==> src/rtl/ptlfb_pkg.sv <==
// Package of constants and types for the PCI target lock and fast back-to-back logic
package ptlfb_pkg;
  // Command codes on the command/byte-enable lines during the address phase
  localparam logic [3:0] CMD_MEM_READ  = 4'h6;
  localparam logic [3:0] CMD_MEM_WRITE = 4'h7;
  // Default address decode window
  localparam logic [31:0] BAR_BASE_DEF = 32'h1000_0000;
  localparam logic [31:0] BAR_MASK_DEF = 32'hffff_0000;
  // Width of the initiator identity carried with each access
  localparam int INIT_ID_W = 4;
  // Reset values of the target's bus outputs (inactive, not driven)
  localparam logic TGT_OUT_RST = 1'b1;
  localparam logic TGT_OE_RST  = 1'b1;
  // Target bus states
  typedef enum logic [2:0] {
    PTL_IDLE = 3'b000,  // Waiting for an address phase
    PTL_DATA = 3'b001,  // Claimed, moving read or write data
    PTL_RTRY = 3'b010,  // Retry termination in progress
    PTL_TURN = 3'b011   // Driving outputs inactive for one cycle
  } ptl_state_t;
endpackage

==> src/rtl/ptlfb_target.sv <==
// PCI target with exclusive lock handling and fast back-to-back write acceptance
`timescale 1ns/100ps
`default_nettype none

// Notes on behaviour
// - Locked target refuses accesses from other initiators
// - Owner re-access with LOCK deasserted keeps lock
// - LOCK and FRAME both deasserted clears lock
// - Decode same-target back-to-back writes correctly
// - Claim with DEVSEL, TRDY when data accepted
// - Last element clock: negate TRDY and DEVSEL
// - Negated TRDY inserts wait states until reasserted
// - Outputs driven inactive one cycle, then released
module ptlfb_target
  import ptlfb_pkg::*;
#(
  parameter logic [31:0] BAR_BASE   = BAR_BASE_DEF,  // Decode base
  parameter logic [31:0] BAR_MASK   = BAR_MASK_DEF,  // Decode mask
  parameter int          WAIT_EVERY = 2               // Wait state after every Nth element
) (
  input  wire logic                 mclk,                      // 250 MHz bus-logic clock
  input  wire logic                 rst_n,                     // Asynchronous reset
  input  wire logic                 pci_frame_n,               // Cycle frame, active low
  input  wire logic                 pci_initiator_ready_n,     // Initiator ready
  input  wire logic                 pci_lock_n,                // Exclusive lock
  input  wire logic [31:0]          pciAdIn,                   // Address/data bus in
  input  wire logic [3:0]           pci_cmd_byte_en_n,         // Command / byte enables
  input  wire logic [INIT_ID_W-1:0] initId,                    // Current bus owner identity
  output logic                      pciTargetReadyOut,         // TRDY drive level
  output logic                      pciTargetReadyOe_n,        // TRDY enable, low drives
  output logic                      pciDeviceSelectOut,        // DEVSEL drive level
  output logic                      pciDeviceSelectOe_n,       // DEVSEL enable, low drives
  output logic                      pciStopOut,                // STOP drive level
  output logic                      pciStopOe_n,               // STOP enable, low drives
  output logic                      wrValid,                   // Element latched, read or write
  output logic [31:0]               wrAddr,                    // Its address
  output logic [31:0]               wrData,                    // Its data
  output logic [3:0]                wrByteEn,                  // Its byte enables, active high
  output logic                      locked                     // Target lock held
);

  // Refuse a wait spacing the counter cannot represent
  if (WAIT_EVERY < 1 || WAIT_EVERY > 15) begin : gen_wait_check
    $error("WAIT_EVERY out of range");
  end

  // State, address counter, lock owner and wait pacing
  ptl_state_t           state,   next_state;
  logic [31:0]          addr,    next_addr;
  logic [INIT_ID_W-1:0] owner,   next_owner;
  logic                 next_locked;
  logic [3:0]           pace,    next_pace;      // Elements since last wait
  logic                 lockPend, next_lockPend; // Locked read started, awaiting data
  logic                 frameHist_n;             // FRAME level at the previous edge
  logic                 next_trdy, next_devsel, next_stop, next_oe;
  logic                 next_wrValid;
  logic [31:0]          next_wrData;
  logic [3:0]           next_wrBe;

  // Decode of an address phase aimed at this target
  logic addrPhase, hit, isWrite, isRead, foreign;
  // Only the first clock of FRAME low is an address phase, so data words of
  // bursts aimed at other targets are never mistaken for addresses
  assign addrPhase = !pci_frame_n && frameHist_n && (state == PTL_IDLE || state == PTL_TURN);
  assign hit       = (pciAdIn & BAR_MASK) == (BAR_BASE & BAR_MASK);
  assign isWrite   = pci_cmd_byte_en_n == CMD_MEM_WRITE;
  assign isRead    = pci_cmd_byte_en_n == CMD_MEM_READ;
  assign foreign   = locked && initId != owner;

  // Handshake of the current data phase
  logic xfer;
  assign xfer = !pciTargetReadyOut && !pci_initiator_ready_n;

  // Next-state logic for the target bus machine and lock
  always_comb begin
    next_state    = state;
    next_addr     = addr;
    next_owner    = owner;
    next_locked   = locked;
    next_pace     = pace;
    next_lockPend = lockPend;
    next_trdy     = 1'b1;
    next_devsel   = 1'b1;
    next_stop     = 1'b1;
    next_oe       = 1'b1;
    next_wrValid  = 1'b0;
    next_wrData   = wrData;
    next_wrBe     = wrByteEn;
    // Idle bus with LOCK and FRAME both high ends the lock
    if (locked && pci_lock_n && pci_frame_n && state == PTL_IDLE) begin
      next_locked = 1'b0;
    end
    unique case (state)
      PTL_IDLE, PTL_TURN: begin
        // TURN already drove inactive levels; a new frame may start here (back-to-back)
        if (addrPhase && hit && (isWrite || isRead)) begin
          if (foreign) begin
            next_state = PTL_RTRY;
            next_stop  = 1'b0;
            next_oe    = 1'b0;
            next_devsel = 1'b0;
          end else begin
            // Owner re-access with LOCK high keeps the lock in place
            next_lockPend = isRead && !locked && !pci_lock_n;
            next_state  = PTL_DATA;
            next_addr   = pciAdIn;
            next_devsel = 1'b0;
            next_trdy   = 1'b0;
            next_oe     = 1'b0;
            next_pace   = 4'h0;
            if (next_lockPend) begin
              next_owner = initId;
            end
          end
        end else begin
          next_state = PTL_IDLE;
        end
      end
      PTL_DATA: begin
        next_oe     = 1'b0;
        next_devsel = 1'b0;
        if (xfer) begin
          // Element latched; report it and advance the burst address
          next_wrValid = 1'b1;
          next_wrData  = pciAdIn;
          next_wrBe    = ~pci_cmd_byte_en_n;
          next_addr    = addr + 32'h4;
          next_pace    = pace + 4'h1;
          if (lockPend) begin
            next_locked   = 1'b1;  // Lock taken once the data phase completes
            next_lockPend = 1'b0;
          end
          if (pci_frame_n) begin
            // Last element: drive inactive for one cycle
            next_state  = PTL_TURN;
            next_devsel = 1'b1;
            next_trdy   = 1'b1;
          end else if (pace + 4'h1 >= 4'(WAIT_EVERY)) begin
            next_trdy = 1'b1;
            next_pace = 4'h0;
          end else begin
            next_trdy = 1'b0;
          end
        end else begin
          // Wait state ends by reasserting TRDY
          next_trdy = 1'b0;
        end
      end
      PTL_RTRY: begin
        // Hold STOP until FRAME is released, then drive inactive one cycle
        next_oe = 1'b0;
        if (pci_frame_n) begin
          next_state = PTL_TURN;
        end else begin
          next_stop   = 1'b0;
          next_devsel = 1'b0;
        end
      end
      default: begin
        next_state = PTL_IDLE;
      end
    endcase
    // Lock request aborted before data completed
    if (lockPend && pci_lock_n && pci_frame_n && state != PTL_DATA) begin
      next_lockPend = 1'b0;
    end
  end

  // Registers of the target machine
  always_ff @(posedge mclk or negedge rst_n) begin
    if (!rst_n) begin
      state               <= PTL_IDLE;
      addr                <= 32'h0000_0000;
      owner               <= '0;
      locked              <= 1'b0;
      pace                <= 4'h0;
      lockPend            <= 1'b0;
      frameHist_n         <= 1'b1;
      pciTargetReadyOut   <= TGT_OUT_RST;
      pciDeviceSelectOut  <= TGT_OUT_RST;
      pciStopOut          <= TGT_OUT_RST;
      pciTargetReadyOe_n  <= TGT_OE_RST;
      pciDeviceSelectOe_n <= TGT_OE_RST;
      pciStopOe_n         <= TGT_OE_RST;
      wrValid             <= 1'b0;
      wrAddr              <= 32'h0000_0000;
      wrData              <= 32'h0000_0000;
      wrByteEn            <= 4'h0;
    end else begin
      state               <= next_state;
      addr                <= next_addr;
      owner               <= next_owner;
      locked              <= next_locked;
      pace                <= next_pace;
      lockPend            <= next_lockPend;
      frameHist_n         <= pci_frame_n;
      pciTargetReadyOut   <= next_trdy;
      pciDeviceSelectOut  <= next_devsel;
      pciStopOut          <= next_stop;
      pciTargetReadyOe_n  <= next_oe;
      pciDeviceSelectOe_n <= next_oe;
      pciStopOe_n         <= next_oe;
      wrValid             <= next_wrValid;
      wrAddr              <= addr;
      wrData              <= next_wrData;
      wrByteEn            <= next_wrBe;
    end
  end

  // Foreign initiator never gets a data handshake while locked
  retry_no_data_a: assert property (@(posedge mclk) disable iff (!rst_n)
    state == PTL_RTRY |-> pciTargetReadyOut)
    else $error("TRDY asserted during retry");
  foreign_refused_a: assert property (@(posedge mclk) disable iff (!rst_n)
    (addrPhase && hit && isWrite && foreign) |=> !pciStopOut && pciTargetReadyOut)
    else $error("Locked target did not refuse foreign access");
  lock_kept_a: assert property (@(posedge mclk) disable iff (!rst_n)
    (locked && addrPhase && !foreign && pci_lock_n) |=> locked)
    else $error("Lock dropped on owner re-access");
  lock_cleared_a: assert property (@(posedge mclk) disable iff (!rst_n)
    (locked && pci_lock_n && pci_frame_n && state == PTL_IDLE) |=> !locked)
    else $error("Lock not cleared on idle bus");
  claim_devsel_a: assert property (@(posedge mclk) disable iff (!rst_n)
    (addrPhase && hit && isWrite && !foreign) |=> !pciDeviceSelectOut && !pciTargetReadyOut)
    else $error("Decoded access not claimed");
  last_release_a: assert property (@(posedge mclk) disable iff (!rst_n)
    (state == PTL_DATA && xfer && pci_frame_n) |=> pciTargetReadyOut && pciDeviceSelectOut
      && !pciTargetReadyOe_n)
    else $error("TRDY/DEVSEL not negated on last element");
  turn_then_float_a: assert property (@(posedge mclk) disable iff (!rst_n)
    (state == PTL_TURN && pci_frame_n) |=> pciTargetReadyOe_n && pciDeviceSelectOe_n)
    else $error("Outputs not released after turnaround");
  wait_holds_a: assert property (@(posedge mclk) disable iff (!rst_n)
    (state == PTL_DATA && pciTargetReadyOut) |=> !wrValid)
    else $error("Element latched during wait state");
  b2b_decode_a: assert property (@(posedge mclk) disable iff (!rst_n)
    (state == PTL_TURN && addrPhase && hit && isWrite && !foreign) |=> state == PTL_DATA)
    else $error("Back-to-back write not decoded");

endmodule
`default_nettype wire

==> config.mk <==
export PLATFORM = sky130hd
export DESIGN_NAME = ptlfb_target
export DESIGN_NICKNAME = d
export VERILOG_FILES = /design/src/rtl/ptlfb_pkg.sv /design/src/rtl/ptlfb_target.sv
export SDC_FILE = /design/constraint.sdc
export NUM_CORES = 1
export LEC_CHECK = 0
export ABC_CLOCK_PERIOD_IN_PS = 3350
export BUFFER_PORTS_ARGS = -buffer_cell sky130_fd_sc_hd__buf_2
export CORE_MARGIN = 5
export CORE_UTILIZATION = 45
export DETAILED_ROUTE_END_ITERATION = 8
export PLACE_DENSITY = 0.69
export SYNTH_ARGS = -nofsm -noshare
export SYNTH_HDL_FRONTEND = slang
export SYNTH_SLANG_ARGS = --single-unit
export TNS_END_PERCENT = 50
==> constraint.sdc <==
create_clock -name mclk -period 3.35 [get_ports mclk]
set_clock_uncertainty 0.1 [all_clocks]
set_input_delay 0.67 -clock mclk [delete_from_list [all_inputs] [get_ports mclk]]
set_output_delay 0.67 -clock mclk [all_outputs]
set_load 0.1 [all_outputs]
==> impl_metrics.csv <==
group,metric,value,unit
synthesis,synth-edff-count,0,
grt,grt_max_degree,44,
sta,fin_setup_tns,0,ns
critical_path,path_class,"register to register",
detailed_routing,drt_iter0_markers,353,
sta,tightest_slew,0.9703,ns
floorplanning,die_width,117.5,µm
sta,fmax,371.4,MHz
sta,drv_slew,0,
floorplanning,start_util,45.77,%
sta,period_share,80.38,%
critical_path,cp-end-kind,"register",
final_layout,finalNetCount,663,
detailed_routing,drc,0,
grt,grt_pass1_vias,4453,
clocking,clk_path_buf_depth,2,
synthesis,yosys.area.top_type,"dfrtp_1",
synthesis,avgSynthCellArea,10.75,µm²
final_layout,num_antenna_cells,0,
clocking,h-tree-depth,4,
synthesis,yosysSeqAreaShare,56.86,%
critical_path,crit_arrival,2.92,ns
sta,slew-limit-headroom,34.72,%
grt,overflow,0,
clocking,cts_tree,"built",
clocking,cts_root_buffer,"clkbuf_16",
synthesis,yosys_register_bits,118,
synthesis,yosysTopAreaCellShare,54.34,%
clocking,clk_latency,0.42,ns
synthesis,synth_ff_type,"dfrtp_1",
synthesis,yosys-top-cells-area,"dfrtp_1 (54%), mux2_2 (5.0%), nand2_1 (4.7%), o21ai_0 (2.7%), dfstp_2 (2.5%)",
clocking,post_cts_buffers,0,
floorplanning,core_area,11370,µm²
floorplanning,num_io_pins,121,
detailed_routing,viasPerCell,5.735,
placed_design,portBuffers,120,
synthesis,yosys_warnings,0,
grt,track_usage,20.17,%
final_layout,drive_gt1_share,32.85,%
synthesis,synth_fa_ha_area_share,1.683,%
sta,report.final.setup_viol,0,
synthesis,synth_fp_nets,536,
placed_design,gp_congestion,0.8227,
critical_path,required,3.58,ns
clocking,cts_resized,0,
floorplanning,rows,39,
floorplanning,die_y,117.5,µm
hold_path,worstHoldPathType,"primary input to asynchronous set/reset pin",
clocking,ctsHoldBuffers,0,
critical_path,start_kind,"register",
synthesis,syn_area,5204,µm²
final_layout,area_growth,27.22,%
sta,period_needed,2.693,ns
detailed_routing,firstDrtPassIters,5,
synthesis,synth.area.mux_share,5.362,%
synthesis,synth_compound_area_share,14.84,%
sta,rsz0062_at_grt,"no",
synthesis,synthXorXnorAreaFrac,0.6732,%
detailed_routing,totalWireLength,13630,µm
synthesis,ys_types,56,
placed_design,dp_hpwl,9311,µm
grt,grt_pass1_wl,22710,µm
synthesis,synth_top_family_by_area,"simple AND/OR/NAND/NOR gates",
run_status,status,"complete, no violations",
detailed_routing,vias,4399,
synthesis,async_reset_ff_share,100.0,%
flow_run,cap_viol_max_count,0,
detailed_routing,routedWlPerCell,17.77,µm
sta,finalHoldViolCount,0,
clocking,cts.sinks,118,
floorplanning,dieArea,13810,µm²
synthesis,yosys.area_share.simple,17.24,%
critical_path,crit_path_max_fanout,7,
synthesis,syn-instance-count,484,
clocking,cts_buffers,17,
detailed_routing,ant_nets,0,
grt,antenna_found_initial,0,
clocking,path_clk_slew,0.06,ns
## registers in the layout, indices dropped and copies added (netlist names), 2 cells and up
signal and flops:
owner 4, pace 4, wrAddr 32, addr 32, state 2, wrData 32
wrByteEn 4
## cell type report
type | count | area (µm²)
Timing Repair Buffer | 135 | 715.7
Inverter | 15 | 56.30
Sequential cell | 118 | 2959
Fill cell | 952 | 4750
Clock inverter | 8 | 143.9
Multi-Input combinational cell | 324 | 2074
Clock buffer | 24 | 491.7
Tap cell | 143 | 178.9
## worst paths after layout
kind | startpoint | end | slack [ns] | cells past startpoint
setup / recovery | addr[2] | addr[30] | 0.66 | 6
hold / removal | rst_n | wrData[1] | 0.14 | 1
setup reg to reg | addr[2] | addr[30] | 0.66 | 6
hold reg to reg | addr[1] | wrAddr[1] | 0.29 | 0
max in group asynchronous | rst_n | wrAddr[20] | 2.16 | 2
min in group mclk | addr[1] | wrAddr[1] | 0.29 | 0
## metrics by stage
stage,hold WS (ns),instance area [µm²],util [%],cells,setup WS (ns)
6_report,0.1385,6620,58.23,767,0.6572
3_5_place_dp,0.2757,5984,52.64,735,0.5132
4_1_cts,0.1567,6620,58.23,767,0.6621
5_1_grt,0.1781,6620,58.23,767,0.4872
2_1_floorplan,0.2519,5204,-,484,0.8482
3_3_place_gp,0.2706,5984,52.64,735,0.5904
## cell families after synthesis
kind of cell,count (synthesis)
AND/OR/NAND/NOR,177
flip-flops,118
AO/OA/AOI/OAI,111
buffers and inverters,42
multiplexers,25
adder cells (fa/ha/maj),7
XOR/XNOR,4
## cells in the final DEF (no fill, tap or decap), types with 13 or more instances in the layout
cell and instances:
nor2_1 27, buf_4 16, mux2_2 23, nor3_1 13
nand3_1 15, o21ai_0 28, clkbuf_16 17, dfrtp_1 113
buf_2 119, a21oi_1 16, inv_1 14, nand2_1 65
## critical path, stage by stage (launching register included)
cell and delay (ns):
dfrtp_1 0.43, ha_1 0.24, nand3_1 0.19, or4_1 0.60, or3_4 0.47, or4_1 0.41, o211ai_1 0.17
## Yosys cell counts, types with 5 or more instances
master    number
a211oi_1      10
nand4_1       11
and3_1        11
inv_1         14
nor3_1        13
nand2_1       65
buf_2          7
nand3_1       15
o31ai_1        6
mux2_2        23
o21ai_0       28
dfrtp_1      113
o22ai_1        5
ha_1           7
nor2_1        27
o211ai_1      10
a21oi_1       16
nor4_1         8
clkbuf_1      17
dfstp_2        5
nand3b_1       6
## per-layer routing
metal	up-vias	track usage, %	share of wire [%]
met4	0	7.742	2.0
met5	-	0	0
met1	2149	26.33	43
met2	192	30.80	47
met3	24	7.352	8.7
li1	2034	-	-
Power is left out: the tool's default activity adds up to more than one toggle a clock period on the data nets, which glitch-free logic cannot reach.
